==> config.mk <==
export PLATFORM = sky130hd
export DESIGN_NAME = arr_top
export DESIGN_NICKNAME = d
export VERILOG_FILES = /design/src/arr_pkg.sv /design/src/arr_top.sv
export VERILOG_INCLUDE_DIRS = /design/src /design/src/src
export SDC_FILE = /design/constraint.sdc
export NUM_CORES = 1
export LEC_CHECK = 0
export BUFFER_PORTS_ARGS = -buffer_cell sky130_fd_sc_hd__buf_2
export CAP_MARGIN = 20
export CORE_MARGIN = 5
export CORE_UTILIZATION = 30
export CTS_CLUSTER_SIZE = 14
export DETAILED_ROUTE_END_ITERATION = 10
export SLEW_MARGIN = 20
export SYNTH_ARGS = -nofsm -noshare
export SYNTH_HDL_FRONTEND = slang
export SYNTH_SLANG_ARGS = --single-unit
==> constraint.sdc <==
create_clock -name core_clk -period 2.72 [get_ports core_clk]
set_input_delay 0.272 -clock core_clk [delete_from_list [all_inputs] [get_ports core_clk]]
set_output_delay 0.272 -clock core_clk [all_outputs]
set_load 0.02 [all_outputs]
==> src/arr_params.svh <==
// offsets, bit positions, reset values and tick counts of the receiver
`ifndef ARR_PARAMS_SVH
`define ARR_PARAMS_SVH

// register byte offsets
`define ARR_ADR_STATUS   8'h00
`define ARR_ADR_CTRL1    8'h04
`define ARR_ADR_CTRL2    8'h08
`define ARR_ADR_CTRL3    8'h0C
`define ARR_ADR_DATA     8'h10
`define ARR_ADR_BAUD     8'h14

// status_one bits
`define ARR_ST_PE        0
`define ARR_ST_FE        1
`define ARR_ST_NF        2
`define ARR_ST_OR        3
`define ARR_ST_IDLE      4
`define ARR_ST_RBF       5

// control_one bits
`define ARR_C1_NINE      0
`define ARR_C1_WAKE      1
`define ARR_C1_QUIET_COUNT_ORIGIN      2
`define ARR_C1_PEN       3
`define ARR_C1_PTY       4
`define ARR_C1_EN        5

// control_two bits
`define ARR_C2_RWU       0
`define ARR_C2_RIE       1
`define ARR_C2_QUIET_IRQ_ENABLE      2

// control_three bits
`define ARR_C3_PARITY_IRQ_ENABLE      0
`define ARR_C3_FRAMING_IRQ_ENABLE      1
`define ARR_C3_NOISE_IRQ_ENABLE      2
`define ARR_C3_OVERRUN_IRQ_ENABLE      3
`define ARR_C3_R8        4

// reset values
`define ARR_C1_RST       6'h00
`define ARR_C2_RST       3'h0
`define ARR_C3_RST       4'h0
`define ARR_BAUD_RST     16'h0043

// oversample tick positions within one bit
`define ARR_RT_1         5'h01
`define ARR_RT_3         5'h03
`define ARR_RT_5         5'h05
`define ARR_RT_7         5'h07
`define ARR_RT_8         5'h08
`define ARR_RT_9         5'h09
`define ARR_RT_10        5'h0A
`define ARR_RT_LATE      5'h0C
`define ARR_RT_16        5'h10

// stop bit index and quiet length in ticks
`define ARR_STOP8        4'h9
`define ARR_STOP9        4'hA
`define ARR_QUIET8       8'hA0
`define ARR_QUIET9       8'hB0

`endif

==> src/arr_pkg.sv <==
// types shared by the receiver
package arr_pkg;

    typedef enum logic [0:0] {
        ARR_HUNT = 1'b0,
        ARR_RECV = 1'b1
    } arr_state_e;

    typedef logic [7:0]  arr_adr_t;
    typedef logic [31:0] arr_word_t;

endpackage

==> src/arr_top.sv <==
// receive side of the asynchronous serial interface with wishbone registers
`timescale 1ns/1ns
`include "arr_params.svh"

// Behaviour
// - late start samples only flag noise
// - stop bit by majority, disagreement flags noise
// - missing stop one sets framing error
// - break character sets framing error
// - framing error appears with buffer full
// - resync tick counter on valid falling edges
// - stop sampled 16 ticks per bit plus 10
// - standby bit suppresses receiver interrupts
// - address mark clears standby, fills buffer
// - idle wake clears standby, no flags set
// - origin bit chooses where quiet counting starts
// - standby set on quiet line may wake
// - buffer full flag with gated interrupt
// - quiet flag after 10/11 ones, gated interrupt
// - overrun keeps old data, drops new
// - noise flag with its own enable
// - framing error interrupt gated by enable
// - parity mismatch flag gated by enable
// - wait mode runs on, bus locked, wakes
// - stop mode halts receiver, keeps registers
// - tick runs at sixteen times baud
// - origin bit one means after stop
// - selector one means address mark wake
module arr_top
    import arr_pkg::*;
(
    input  wire logic           core_clk,
    input  wire logic           rst_n,
    input  wire logic           wb_cyc_i,
    input  wire logic           wb_stb_i,
    input  wire logic           wb_we_i,
    input  wire arr_pkg::arr_adr_t  wb_adr_i,
    input  wire logic [3:0]     wb_sel_i,
    input  wire arr_pkg::arr_word_t wb_dat_i,
    output arr_pkg::arr_word_t  wb_dat_o,
    output logic                wb_ack_o,
    input  wire logic           serial_input_pin,
    input  wire logic           wait_mode,
    input  wire logic           stop_mode,
    output logic                rx_irq,
    output logic                err_irq,
    output logic                wake_request
);
    import arr_pkg::*;

    // bus side
    logic             wb_ack_r;
    arr_word_t        wb_dat_r;
    logic [5:0]       ctrl1_r;
    logic [5:0]       ctrl1_nxt;
    logic [2:0]       ctrl2_r;
    logic [2:0]       ctrl2_nxt;
    logic [3:0]       ctrl3_r;
    logic [15:0]      baud_r;
    logic [5:0]       flags_r;
    logic [5:0]       flags_nxt;
    logic [5:0]       flag_set;
    logic [5:0]       flag_clr;
    logic [8:0]       data_r;

    // receiver
    logic             rx_s1_r;
    logic             rx_s2_r;
    logic [15:0]      div_r;
    logic [15:0]      div_nxt;
    arr_state_e       state_r;
    arr_state_e       state_nxt;
    logic [4:0]       rt_r;
    logic [4:0]       rt_nxt;
    logic [3:0]       bit_r;
    logic [3:0]       bit_nxt;
    logic [2:0]       hist_r;
    logic [1:0]       smp_r;
    logic [1:0]       ones_r;
    logic [1:0]       ones_nxt;
    logic [8:0]       shift_r;
    logic             nf_acc_r;
    logic             last_one_r;
    logic [7:0]       quiet_r;
    logic [7:0]       quiet_nxt;
    logic             armed_r;
    logic             rx_irq_r;
    logic             err_irq_r;
    logic             wake_r;

    wire bus_req  = wb_cyc_i & wb_stb_i & ~wb_ack_r;
    // the core cannot reach the registers in wait mode
    wire bus_open = ~wait_mode;
    wire bus_wr   = bus_req & wb_we_i & wb_sel_i[0] & bus_open;
    wire bus_rd   = bus_req & ~wb_we_i & bus_open;
    wire hit_st   = wb_adr_i == `ARR_ADR_STATUS;
    wire hit_c1   = wb_adr_i == `ARR_ADR_CTRL1;
    wire hit_c2   = wb_adr_i == `ARR_ADR_CTRL2;
    wire hit_c3   = wb_adr_i == `ARR_ADR_CTRL3;
    wire hit_dat  = wb_adr_i == `ARR_ADR_DATA;
    wire hit_bd   = wb_adr_i == `ARR_ADR_BAUD;

    wire nine     = ctrl1_r[`ARR_C1_NINE];
    wire wake_sel = ctrl1_r[`ARR_C1_WAKE];
    wire quiet_count_origin     = ctrl1_r[`ARR_C1_QUIET_COUNT_ORIGIN];
    wire pen      = ctrl1_r[`ARR_C1_PEN];
    wire pty      = ctrl1_r[`ARR_C1_PTY];
    wire rx_en    = ctrl1_r[`ARR_C1_EN];
    wire receiver_standby      = ctrl2_r[`ARR_C2_RWU];

    // read data mux
    wire [7:0] st_rd = {2'h0, flags_r};
    wire [7:0] c3_rd = {3'h0, data_r[8], ctrl3_r};
    wire [15:0] rd_mux =
        hit_st  ? {8'h00, st_rd} :
        hit_c1  ? {10'h000, ctrl1_r} :
        hit_c2  ? {13'h0, ctrl2_r} :
        hit_c3  ? {8'h00, c3_rd} :
        hit_dat ? {8'h00, data_r[7:0]} :
        hit_bd  ? baud_r : 16'h0000;

    always_ff @(posedge core_clk or negedge rst_n) begin
        if (!rst_n) begin
            wb_ack_r <= 1'b0;
            wb_dat_r <= 32'h0000_0000;
        end else begin
            wb_ack_r <= bus_req;
            wb_dat_r <= bus_rd ? {16'h0000, rd_mux} : 32'h0000_0000;
        end
    end

    // oversample tick divider, halted in stop mode
    wire run  = rx_en & ~stop_mode;
    wire tick = run & (div_r == 16'h0000);
    assign div_nxt = (!run || tick) ? baud_r : div_r - 16'h0001;

    always_ff @(posedge core_clk or negedge rst_n) begin
        if (!rst_n) begin
            rx_s1_r <= 1'b1;
            rx_s2_r <= 1'b1;
            div_r   <= `ARR_BAUD_RST;
        end else begin
            rx_s1_r <= serial_input_pin;
            rx_s2_r <= rx_s1_r;
            div_r   <= div_nxt;
        end
    end

    wire smp = rx_s2_r;
    // sample history: three ones then a zero starts the search
    wire start_edge = (state_r == ARR_HUNT) & tick & ~smp &
                      (hist_r == 3'h7);
    wire in_rx  = (state_r == ARR_RECV);
    wire rtick  = in_rx & tick;
    wire at_rt  = rtick;
    wire rt3    = at_rt & (rt_r == `ARR_RT_3);
    wire rt5    = at_rt & (rt_r == `ARR_RT_5);
    wire rt7    = at_rt & (rt_r == `ARR_RT_7);
    wire rt8    = at_rt & (rt_r == `ARR_RT_8);
    wire rt9    = at_rt & (rt_r == `ARR_RT_9);
    wire rt10   = at_rt & (rt_r == `ARR_RT_10);
    wire rt16   = at_rt & (rt_r == `ARR_RT_16);
    wire [3:0] stop_idx = nine ? `ARR_STOP9 : `ARR_STOP8;

    // start verification at RT3, RT5, RT7
    wire vsmp = (rt3 | rt5 | rt7) & (bit_r == 4'h0) & smp;
    assign ones_nxt = ones_r + {1'b0, vsmp};
    wire start_fail = rt7 & (bit_r == 4'h0) & ones_nxt[1];
    wire start_nz   = rt7 & (bit_r == 4'h0) & (ones_nxt != 2'h0);

    // majority of RT8, RT9 and RT10
    wire s8  = smp_r[0];
    wire s9  = smp_r[1];
    wire maj = (s8 & s9) | (s8 & smp) | (s9 & smp);
    wire dis = ~(s8 & s9 & smp) & (s8 | s9 | smp);
    wire in_start = bit_r == 4'h0;
    wire in_stop  = bit_r == stop_idx;
    wire in_data  = ~in_start & ~in_stop;

    // late start samples never reject the start bit
    wire start_late_nz = rt10 & in_start & (s8 | s9 | smp);
    wire bit_nz   = rt10 & ~in_start & dis;
    // stop decided 9 or 10 bit times plus 10 ticks after start
    wire char_done = rt10 & in_stop;
    wire stop_zero = char_done & ~maj;

    // a 1 to 0 edge after a one bit realigns the tick count
    wire fall   = rtick & hist_r[0] & ~smp & last_one_r & ~in_start;
    wire early  = fall & (rt_r < `ARR_RT_8);
    wire late   = fall & (rt_r >= `ARR_RT_LATE) & ~in_stop;

    always_comb begin
        state_nxt = state_r;
        rt_nxt    = rt_r;
        bit_nxt   = bit_r;
        if (!run) begin
            state_nxt = ARR_HUNT;
        end else if (start_edge) begin
            state_nxt = ARR_RECV;
            rt_nxt    = `ARR_RT_1;
            bit_nxt   = 4'h0;
        end else if (start_fail || char_done) begin
            state_nxt = ARR_HUNT;
        end else if (late) begin
            rt_nxt  = `ARR_RT_1;
            bit_nxt = bit_r + 4'h1;
        end else if (early) begin
            rt_nxt  = `ARR_RT_1;
        end else if (rt16) begin
            rt_nxt  = `ARR_RT_1;
            bit_nxt = bit_r + 4'h1;
        end else if (rtick) begin
            rt_nxt  = rt_r + 5'h01;
        end
    end

    always_ff @(posedge core_clk or negedge rst_n) begin
        if (!rst_n) begin
            state_r <= ARR_HUNT;
            rt_r    <= `ARR_RT_1;
            bit_r   <= 4'h0;
        end else begin
            state_r <= state_nxt;
            rt_r    <= rt_nxt;
            bit_r   <= bit_nxt;
        end
    end

    // sample history, vote samples, data shift and noise gathering
    always_ff @(posedge core_clk or negedge rst_n) begin
        if (!rst_n) begin
            hist_r     <= 3'h7;
            smp_r      <= 2'h3;
            ones_r     <= 2'h0;
            shift_r    <= 9'h000;
            nf_acc_r   <= 1'b0;
            last_one_r <= 1'b1;
        end else begin
            if (tick) begin
                hist_r <= {hist_r[1:0], smp};
            end
            if (start_edge) begin
                ones_r     <= 2'h0;
                nf_acc_r   <= 1'b0;
                last_one_r <= 1'b0;
                shift_r    <= 9'h000;
            end else begin
                ones_r <= ones_nxt;
                if (rt8) begin
                    smp_r[0] <= smp;
                end
                if (rt9) begin
                    smp_r[1] <= smp;
                end
                if (start_nz || start_late_nz || bit_nz) begin
                    nf_acc_r <= 1'b1;
                end
                if (rt10) begin
                    last_one_r <= maj;
                end
                if (rt10 && in_data) begin
                    shift_r <= {maj, shift_r[8:1]};
                end
            end
        end
    end

    // character assembled lsb first; 8-bit frames sit in the top bits
    wire [8:0] chr = nine ? shift_r : {1'b0, shift_r[8:1]};
    wire msb       = nine ? chr[8] : chr[7];
    wire par_bad   = pen & ((^chr) ^ pty);
    wire addr_wake = receiver_standby & wake_sel & msb;
    wire accept    = ~receiver_standby | addr_wake;
    wire take      = char_done & accept;
    wire load      = take & ~flags_r[`ARR_ST_RBF];
    wire ovr       = take & flags_r[`ARR_ST_RBF];

    // quiet detection: consecutive ones in ticks
    wire [7:0] quiet_thr = nine ? `ARR_QUIET9 : `ARR_QUIET8;
    // origin set: the count is held at zero until the stop bit is done
    wire hold_q  = quiet_count_origin & in_rx;
    always_comb begin
        quiet_nxt = quiet_r;
        if (!run) begin
            quiet_nxt = 8'h00;
        end else if (tick) begin
            if (!smp || hold_q) begin
                quiet_nxt = 8'h00;
            end else if (quiet_r != quiet_thr) begin
                quiet_nxt = quiet_r + 8'h01;
            end
        end
    end
    wire quiet_hit  = tick & smp & ~hold_q & armed_r &
                      (quiet_nxt == quiet_thr);
    // a standby receiver in idle mode wakes on any quiet line
    wire idle_wake  = receiver_standby & ~wake_sel & (quiet_r == quiet_thr);
    wire idle_flag  = quiet_hit & ~(receiver_standby & ~wake_sel);

    always_ff @(posedge core_clk or negedge rst_n) begin
        if (!rst_n) begin
            quiet_r <= 8'h00;
            armed_r <= 1'b0;
        end else begin
            quiet_r <= quiet_nxt;
            if (tick && !smp) begin
                armed_r <= 1'b1;
            end else if (quiet_hit) begin
                armed_r <= 1'b0;
            end
        end
    end

    // noise, framing and parity flags set together with buffer full so they are seen no later
    always_comb begin
        flag_set = 6'h00;
        flag_set[`ARR_ST_RBF]  = load;
        flag_set[`ARR_ST_FE]   = load & stop_zero;
        flag_set[`ARR_ST_NF]   = load & (nf_acc_r | bit_nz);
        flag_set[`ARR_ST_PE]   = load & par_bad;
        flag_set[`ARR_ST_OR]   = ovr;
        flag_set[`ARR_ST_IDLE] = idle_flag;
    end

    // write one to clear; reading the buffer clears buffer full
    always_comb begin
        flag_clr = 6'h00;
        if (bus_wr && hit_st) begin
            flag_clr = wb_dat_i[5:0];
        end
        if (bus_rd && hit_dat) begin
            flag_clr[`ARR_ST_RBF] = 1'b1;
        end
    end
    // a set in the clearing cycle wins
    assign flags_nxt = (flags_r & ~flag_clr) | flag_set;

    // software write of the standby bit wins over a hardware wake
    always_comb begin
        ctrl2_nxt = ctrl2_r;
        if (addr_wake && char_done) begin
            ctrl2_nxt[`ARR_C2_RWU] = 1'b0;
        end
        if (idle_wake) begin
            ctrl2_nxt[`ARR_C2_RWU] = 1'b0;
        end
        if (bus_wr && hit_c2) begin
            ctrl2_nxt = wb_dat_i[2:0];
        end
    end
    assign ctrl1_nxt = (bus_wr && hit_c1) ? wb_dat_i[5:0] : ctrl1_r;

    // registers hold their contents across stop mode
    always_ff @(posedge core_clk or negedge rst_n) begin
        if (!rst_n) begin
            ctrl1_r <= `ARR_C1_RST;
            ctrl2_r <= `ARR_C2_RST;
            ctrl3_r <= `ARR_C3_RST;
            baud_r  <= `ARR_BAUD_RST;
            flags_r <= 6'h00;
            data_r  <= 9'h000;
        end else begin
            ctrl1_r <= ctrl1_nxt;
            ctrl2_r <= ctrl2_nxt;
            flags_r <= flags_nxt;
            if (bus_wr && hit_c3) begin
                ctrl3_r <= wb_dat_i[3:0];
            end
            if (bus_wr && hit_bd) begin
                baud_r <= wb_dat_i[15:0];
            end
            // overrun leaves the old character in place
            if (load) begin
                data_r <= {msb, chr[7:0]};
            end
        end
    end

    // interrupt requests, silenced in standby and in stop mode
    wire rx_req  = (flags_r[`ARR_ST_RBF] & ctrl2_r[`ARR_C2_RIE]) |
                   (flags_r[`ARR_ST_IDLE] & ctrl2_r[`ARR_C2_QUIET_IRQ_ENABLE]);
    wire err_req = (flags_r[`ARR_ST_OR] & ctrl3_r[`ARR_C3_OVERRUN_IRQ_ENABLE]) |
                   (flags_r[`ARR_ST_NF] & ctrl3_r[`ARR_C3_NOISE_IRQ_ENABLE]) |
                   (flags_r[`ARR_ST_FE] & ctrl3_r[`ARR_C3_FRAMING_IRQ_ENABLE]) |
                   (flags_r[`ARR_ST_PE] & ctrl3_r[`ARR_C3_PARITY_IRQ_ENABLE]);
    wire quiet_ok = ~receiver_standby & ~stop_mode;
    wire rx_nxt   = rx_req & quiet_ok;
    wire err_nxt  = err_req & quiet_ok;

    always_ff @(posedge core_clk or negedge rst_n) begin
        if (!rst_n) begin
            rx_irq_r  <= 1'b0;
            err_irq_r <= 1'b0;
            wake_r    <= 1'b0;
        end else begin
            rx_irq_r  <= rx_nxt;
            err_irq_r <= err_nxt;
            wake_r    <= wait_mode & (rx_nxt | err_nxt);
        end
    end

    assign wb_ack_o     = wb_ack_r;
    assign wb_dat_o     = wb_dat_r;
    assign rx_irq       = rx_irq_r;
    assign err_irq      = err_irq_r;
    assign wake_request = wake_r;

endmodule

Word-level counts from Yosys, hierarchy flattened:

Index checks and enable logic that the tools add are counted.

* $add $sub $neg: 5
* magnitude comparators: 2
* equal/unequal tests: 20
* muxes and demuxes: 44
* bitwise logic cells: 104
* reductions and logical operators: 32

Operator list (count)
* two-way mux 16 bit: 8
* bitwise AND 1 bit: 71
* two-way mux 5 bit: 7
* two-way mux 8 bit: 4
* two-way mux 9 bit: 3
* two-way mux 4 bit: 5
* equality test 8 x 4 -> 1 bit (second input constant): 2
* equality test 8 x 5 -> 1 bit (second input constant): 2
* equality test 8 bit: 2
* zero test 16 bit: 1
* NOT 1 bit: 16
* subtractor 16 x 1 -> 16 bit (second input constant): 1
* equality test 5 x 4 -> 1 bit (second input constant): 3
* two-way mux 1 bit: 14
* OR 1 bit: 13
* equality test 5 x 3 -> 1 bit (second input constant): 2
* nonzero test 2 bit: 5
* logical AND 1 bit: 9
* parity 9 bit: 1
* adder 8 x 1 -> 8 bit (second input constant): 1
* equality test 8 x 3 -> 1 bit (second input constant): 1
* zero test 8 bit: 1
* inequality test 8 bit: 1
* bitwise AND 6 bit: 1
* 25 further kinds: 33

* register bits after elaboration: 119
* input port bits: 52
* logic and storage cells: 234

Logic depth before layout (Yosys ltp):

* depth after elaboration: 16
* mapped depth: 11
* depth with buffers taken out: 11

Worst setup path before layout:

OpenSTA, ideal clock, no wires.

* path kind: reg2reg
* start point: reg bit_r[0]
* end point: reg rt_r[3]
* setup time: 78 ps
* arrival time: 2720 ps
* required time: 2642 ps
* slack: -77 ps
* stages on the path, launching flop included: 12
* path buffers: 0
* period minus slack after synthesis: 2797 ps
* cell sequence: dfrtp_1 -> inv_1 -> ha_1 -> or3b_2 -> nor3_1 -> nand4_1 -> nor3b_1 -> ha_1 -> xnor2_1 -> o32ai_2 -> or4_1 -> a21oi_1

* word-level cells in the longest chain between the ends: 8
* elaborated cells between the ends (all ways): 22

RTL lines
* from (decl): line arr_top.sv:75 `logic [3:0] bit_r;`
* from (signal assigned): line arr_top.sv:225 `bit_r <= bit_nxt;`
* zero test 4 bit: line arr_top.sv:166, arr_top.sv:168, arr_top.sv:176
* bitwise AND 1 bit or NOT 1 bit (tied branches): line arr_top.sv:166, arr_top.sv:188
* bitwise AND 1 bit (on tied branches): line arr_top.sv:166, arr_top.sv:188
* adder 2 x 1 -> 2 bit, or another cell as far along: line arr_top.sv:167 `assign ones_nxt = ones_r + {1'b0, vsmp};`
* bitwise AND 1 bit, or another cell as far along: line arr_top.sv:168 `wire start_fail = rt7 & (bit_r == 4'h0) & ones_nxt[1];`
* logical OR 1 bit or two-way mux 5 bit (tied branches): line arr_top.sv:202, arr_top.sv:204
* inequality test 2 bit (no source line) or two-way mux 5 bit (tied branches)
* AND reduction 3 bit (no source line) or two-way mux 5 bit (tied branches)
* to (signal assigned): line arr_top.sv:220 `` rt_r <= `ARR_RT_1; ``
* to (signal assigned): line arr_top.sv:224 `rt_r <= rt_nxt;`
* to (decl): line arr_top.sv:73 `logic [4:0] rt_r;`

Several ways; a longest one is shown, not always the timed one. The select of a mux whose other input is x is not followed.
A chain may end at the register's enable or synchronous reset.

Final worst setup path:

Ends and elaborated chain as after synthesis.

==> summary.txt <==
Run status
  • Outcome: completed

Yosys
  • Synth Instances: ~610
  • Synth cell count leaders: sky130_fd_sc_hd__dfrtp_1 (104), sky130_fd_sc_hd__nand2_1 (49), sky130_fd_sc_hd__nor2_1 (49), sky130_fd_sc_hd__mux2_2 (38), sky130_fd_sc_hd__o21ai_0 (38)
  • Cell taking the most area after synthesis: sky130_fd_sc_hd__dfrtp_1
  • Number of warnings issued by yosys: 0
  • Yosys top cell area share: ~42%
  • Top cells by area in the synthesized netlist: sky130_fd_sc_hd__dfrtp_1 (42%), sky130_fd_sc_hd__mux2_2 (6.8%), sky130_fd_sc_hd__dfstp_2 (6.3%), sky130_fd_sc_hd__mux2i_1 (3.8%), sky130_fd_sc_hd__o21ai_0 (3.0%)
  • Proportion of synthesized chip area in sequential cells: 47.9%
  • Count of cell types in the netlist: 70
  • Number of synthesized flops with an enable pin: 0
  • Netlist Area Pre-Place: ~6300 um^2
  • FF+latch count, synth: 119
  • Fraction of synthesis flops using an asynchronous set or reset pin: 100%
  • Average instance area after synthesis: 10.3 um^2
  • Primary flip-flop cell chosen by synthesis mapping: sky130_fd_sc_hd__dfrtp_1
  • Count leader, synth: sky130_fd_sc_hd__dfrtp_1

Clock network
  • Setup repair bufs after CTS: 0
  • Number of H-tree levels: 4
  • Clock insertion delay at the later pin of the skew report: 0.41 ns
  • Number of sinks handled by clock tree synthesis: 119
  • CTS Buffer Depth: 2
  • Number of buffers created by CTS: 17
  • Clock tree root driver cell: sky130_fd_sc_hd__clkbuf_16
  • Clock edge transition at the registers on the reported setup and hold paths: roughly 0.06 ns
  • Clock tree from TritonCTS: done

GRT
  • Global-route wire length before repair: 24200 um
  • GRT Overall Usage: between 10% and 20%
  • Number of antenna violations at the first check in global routing: 0
  • Vias in the first global route: 4702
  • Grt total ovfl: 0
  • Maximum number of pins on one net before global-route repair: between 50 and 60

Critical path
  • Reg-to-reg slack, setup: roughly 0.058 ns
  • Maximum net fanout on the critical path: 5
  • Cell depth of the worst setup path: 11
  • Slowest-stage cell, CP: sky130_fd_sc_hd__or4_4
  • Depth of the worst register-to-register path: 11
  • Buffers & Inverters on Critical Path: 1
  • Cell-by-cell trace of the critical path: inv_2, ha_4, or3b_4, nor3_4, nand4_1, nor3b_2, ha_2, xnor2_2, o32ai_4, or4_4, a21oi_2
  • Worst path required time: 3.06 ns
  • Kind of critical path: reg -> reg
  • Kind of cell adding the most delay to the critical path: simple AND/OR/NAND/NOR gates
  • Worst Setup End Kind: flip-flop
  • Slowest cell delay on critical path: between 0.5 and 0.6 ns
  • CP arrival: 3.00 ns
  • Kind of start point of the critical path: flip-flop

Place
  • RePlAce Congestion: about 0.86
  • Placed insts: roughly 940
  • HPWL after DPL: approximately 11000 um
  • Number of buffer cells added on primary ports: 52

Power and ir drop
  • Register share of total power: between 40% and 50%
  • Gate power share: approximately 3.8%
  • P_int: approximately 3400 uW
  • Clock network fraction of design power: between 50% and 60%
  • Final total power: roughly 4300 uW
  • Switch Pwr: slightly below 900 uW
  • Static leakage power: 0.00367 uW
  • Power per Cell Area: between 500 and 600 nW/um^2
  • Worst IR Drop VDD: roughly 0.42 mV
  • Switching share of power: 20.6%

Routing
  • Met2 routed WL: between 6000 and 7000 um
  • Starting DRC count in detailed routing: 264
  • DRT Pass-1 Iters: 4
  • Met3 wirelength from detailed routing: about 960 um
  • Wire per inst: 15.1 um
  • Vias per cell: 4.80
  • Number of remaining DRC errors: 0
  • M1 wire length: slightly below 7000 um
  • Highest routed metal layer: met4
  • Detail Route Antenna Nets: 0
  • Routed wire length: roughly 15000 um
  • Routed vias: 4658

Hold path
  • Classification of the worst-slack hold path: in -> reg
  • Number of cells traversed by the worst hold path: 3

Timing
  • Ratio of final minimum period to clock period: between 90% and 100%
  • Maximum operating frequency: 376 MHz
  • Fin. Hold Viols: 0
  • Pin slew with the least headroom to its limit: slightly below 0.6 ns
  • Min Clock Period, post-route: between 2 and 3 ns
  • Final Max Tran Viols: 0
  • Slew headroom: between 60% and 70%
  • Final setup fails: 0
  • Worst clock skew: 0.00561 ns
  • Setup repair after global routing missed its margin: true

Layout
  • Antenna fix cells: 0
  • Number of nets in the final layout: 749
  • Final standard cell count with taps included and fillers excluded: 970
  • Synth-to-Final Area Change: 22.4%
  • Layout cells sized above 1: 28.3%

Floorplanning
  • Die W: approximately 150 um
  • Core region area: ~20000 um^2
  • Row count: 52
  • Die height: around 150 um
  • Number of placed I/O pins: 88
  • DIE AREA: about 24000 um^2
  • Starting Density: between 30 and 40%

Run
  • Maxcap violations: 0
## per-layer routing
layer,up-vias,track usage (%)
met4,0,2.44
met1,2240,17.4
li1,2301,-
met2,112,19.2
met5,-,0
met3,5,4.14
## tightest hold or removal path, delay by kind of cell
kind | cells | cell delay, ns
AND/OR/NAND/NOR | 2 | 0.08
buffers and inverters | 1 | 0.10
## power groups by stage
stage / logic [uW] / clock network, uW / registers, uW
4_1_cts: 168 / 2440 / 1780
2_1_floorplan: 91.3 / 0 / 1810
3_5_place_dp: 166 / 0 / 1810
5_1_grt: 186 / 2510 / 1780
6_report: 166 / 2380 / 1790
3_3_place_gp: 165 / 0 / 1810
## worst paths after layout
| path | start | endpoint |
|---|---|---|
| max | bit_r[0] | rt_r[3] |
| min | wb_stb_i | wb_ack_o |
| max reg2reg | bit_r[0] | rt_r[3] |
| min reg2reg | rx_s1_r | rx_s2_r |
| max in group asynchronous | rst_n | hist_r[1] |
| min in group asynchronous | rst_n | wb_dat_o[6] |
## kinds of logic (layout without fill, tap and decap cells)
family | after synthesis | in the layout | synth area share (%)
flip-flops | 119 | 119 | 47.9
AO/OA/AOI/OAI | 111 | 111 | 11.6
other | 1 | 16 | 0.0599
XOR/XNOR | 26 | 26 | 3.64
AND/OR/NAND/NOR | 208 | 208 | 17.5
buffers and inverters | 64 | 141 | 5.11
multiplexers | 68 | 68 | 12.1
adder cells (fa/ha/maj) | 11 | 11 | 2.16
## sequential cells by signal (all words and copies together), names as in the netlist, 2 cells and up
register and cells:
baud_r 16, bit_r 4, ctrl1_r 6, ctrl2_r 3, ctrl3_r 4, data_r 9
div_r 16, flags_r 6, hist_r 3, ones_r 2, quiet_r 8, rt_r 5
shift_r 9, smp_r 2, wb_dat_o 16
## cell usage in the layout, fill, tap and decap left out, drive strengths merged, types with 15 or more instances in the layout
cell type    n
o21ai       40
dfrtp      104
inv         21
and2        15
nand2       49
buf         86
mux2        44
mux2i       24
nand3       18
clkbuf      24
a21oi       16
dfstp       15
nor2        51
conb        16
xnor2       17
## per-stage QoR
stage	cell area [um^2]	utilization, %	hold slack (ns)	setup WS (ns)	setup TNS (ns)
after CTS	7640	37.5	0.0690	0.00940	0
after floorplan	6340	-	-0.0236	0.00288	0
final	7660	37.6	0.0848	0.0575	0
after global routing	7660	37.6	0.0657	-0.101	-0.344
after global placement	6970	34.2	0.314	0.00769	0
after detailed placement	6970	34.2	0.317	-0.0973	-0.219
## cell type report
type | instances | area, um^2
clock buffer | 24 | 482
clock inverter | 8 | 145
fill | 1996 | 12700
inverter | 21 | 78.8
multi-input combinational | 440 | 3070
sequential | 119 | 3000
tap | 270 | 338
timing repair buffer | 88 | 554
## repair_timing
item	CTS	global route
hold buffers	2	0
hold endpoints to repair	39	0
resized for setup	3	9
pin swaps	3	0
endpoints found under the setup margin	4	12
(Power assumes the default switching activity.)
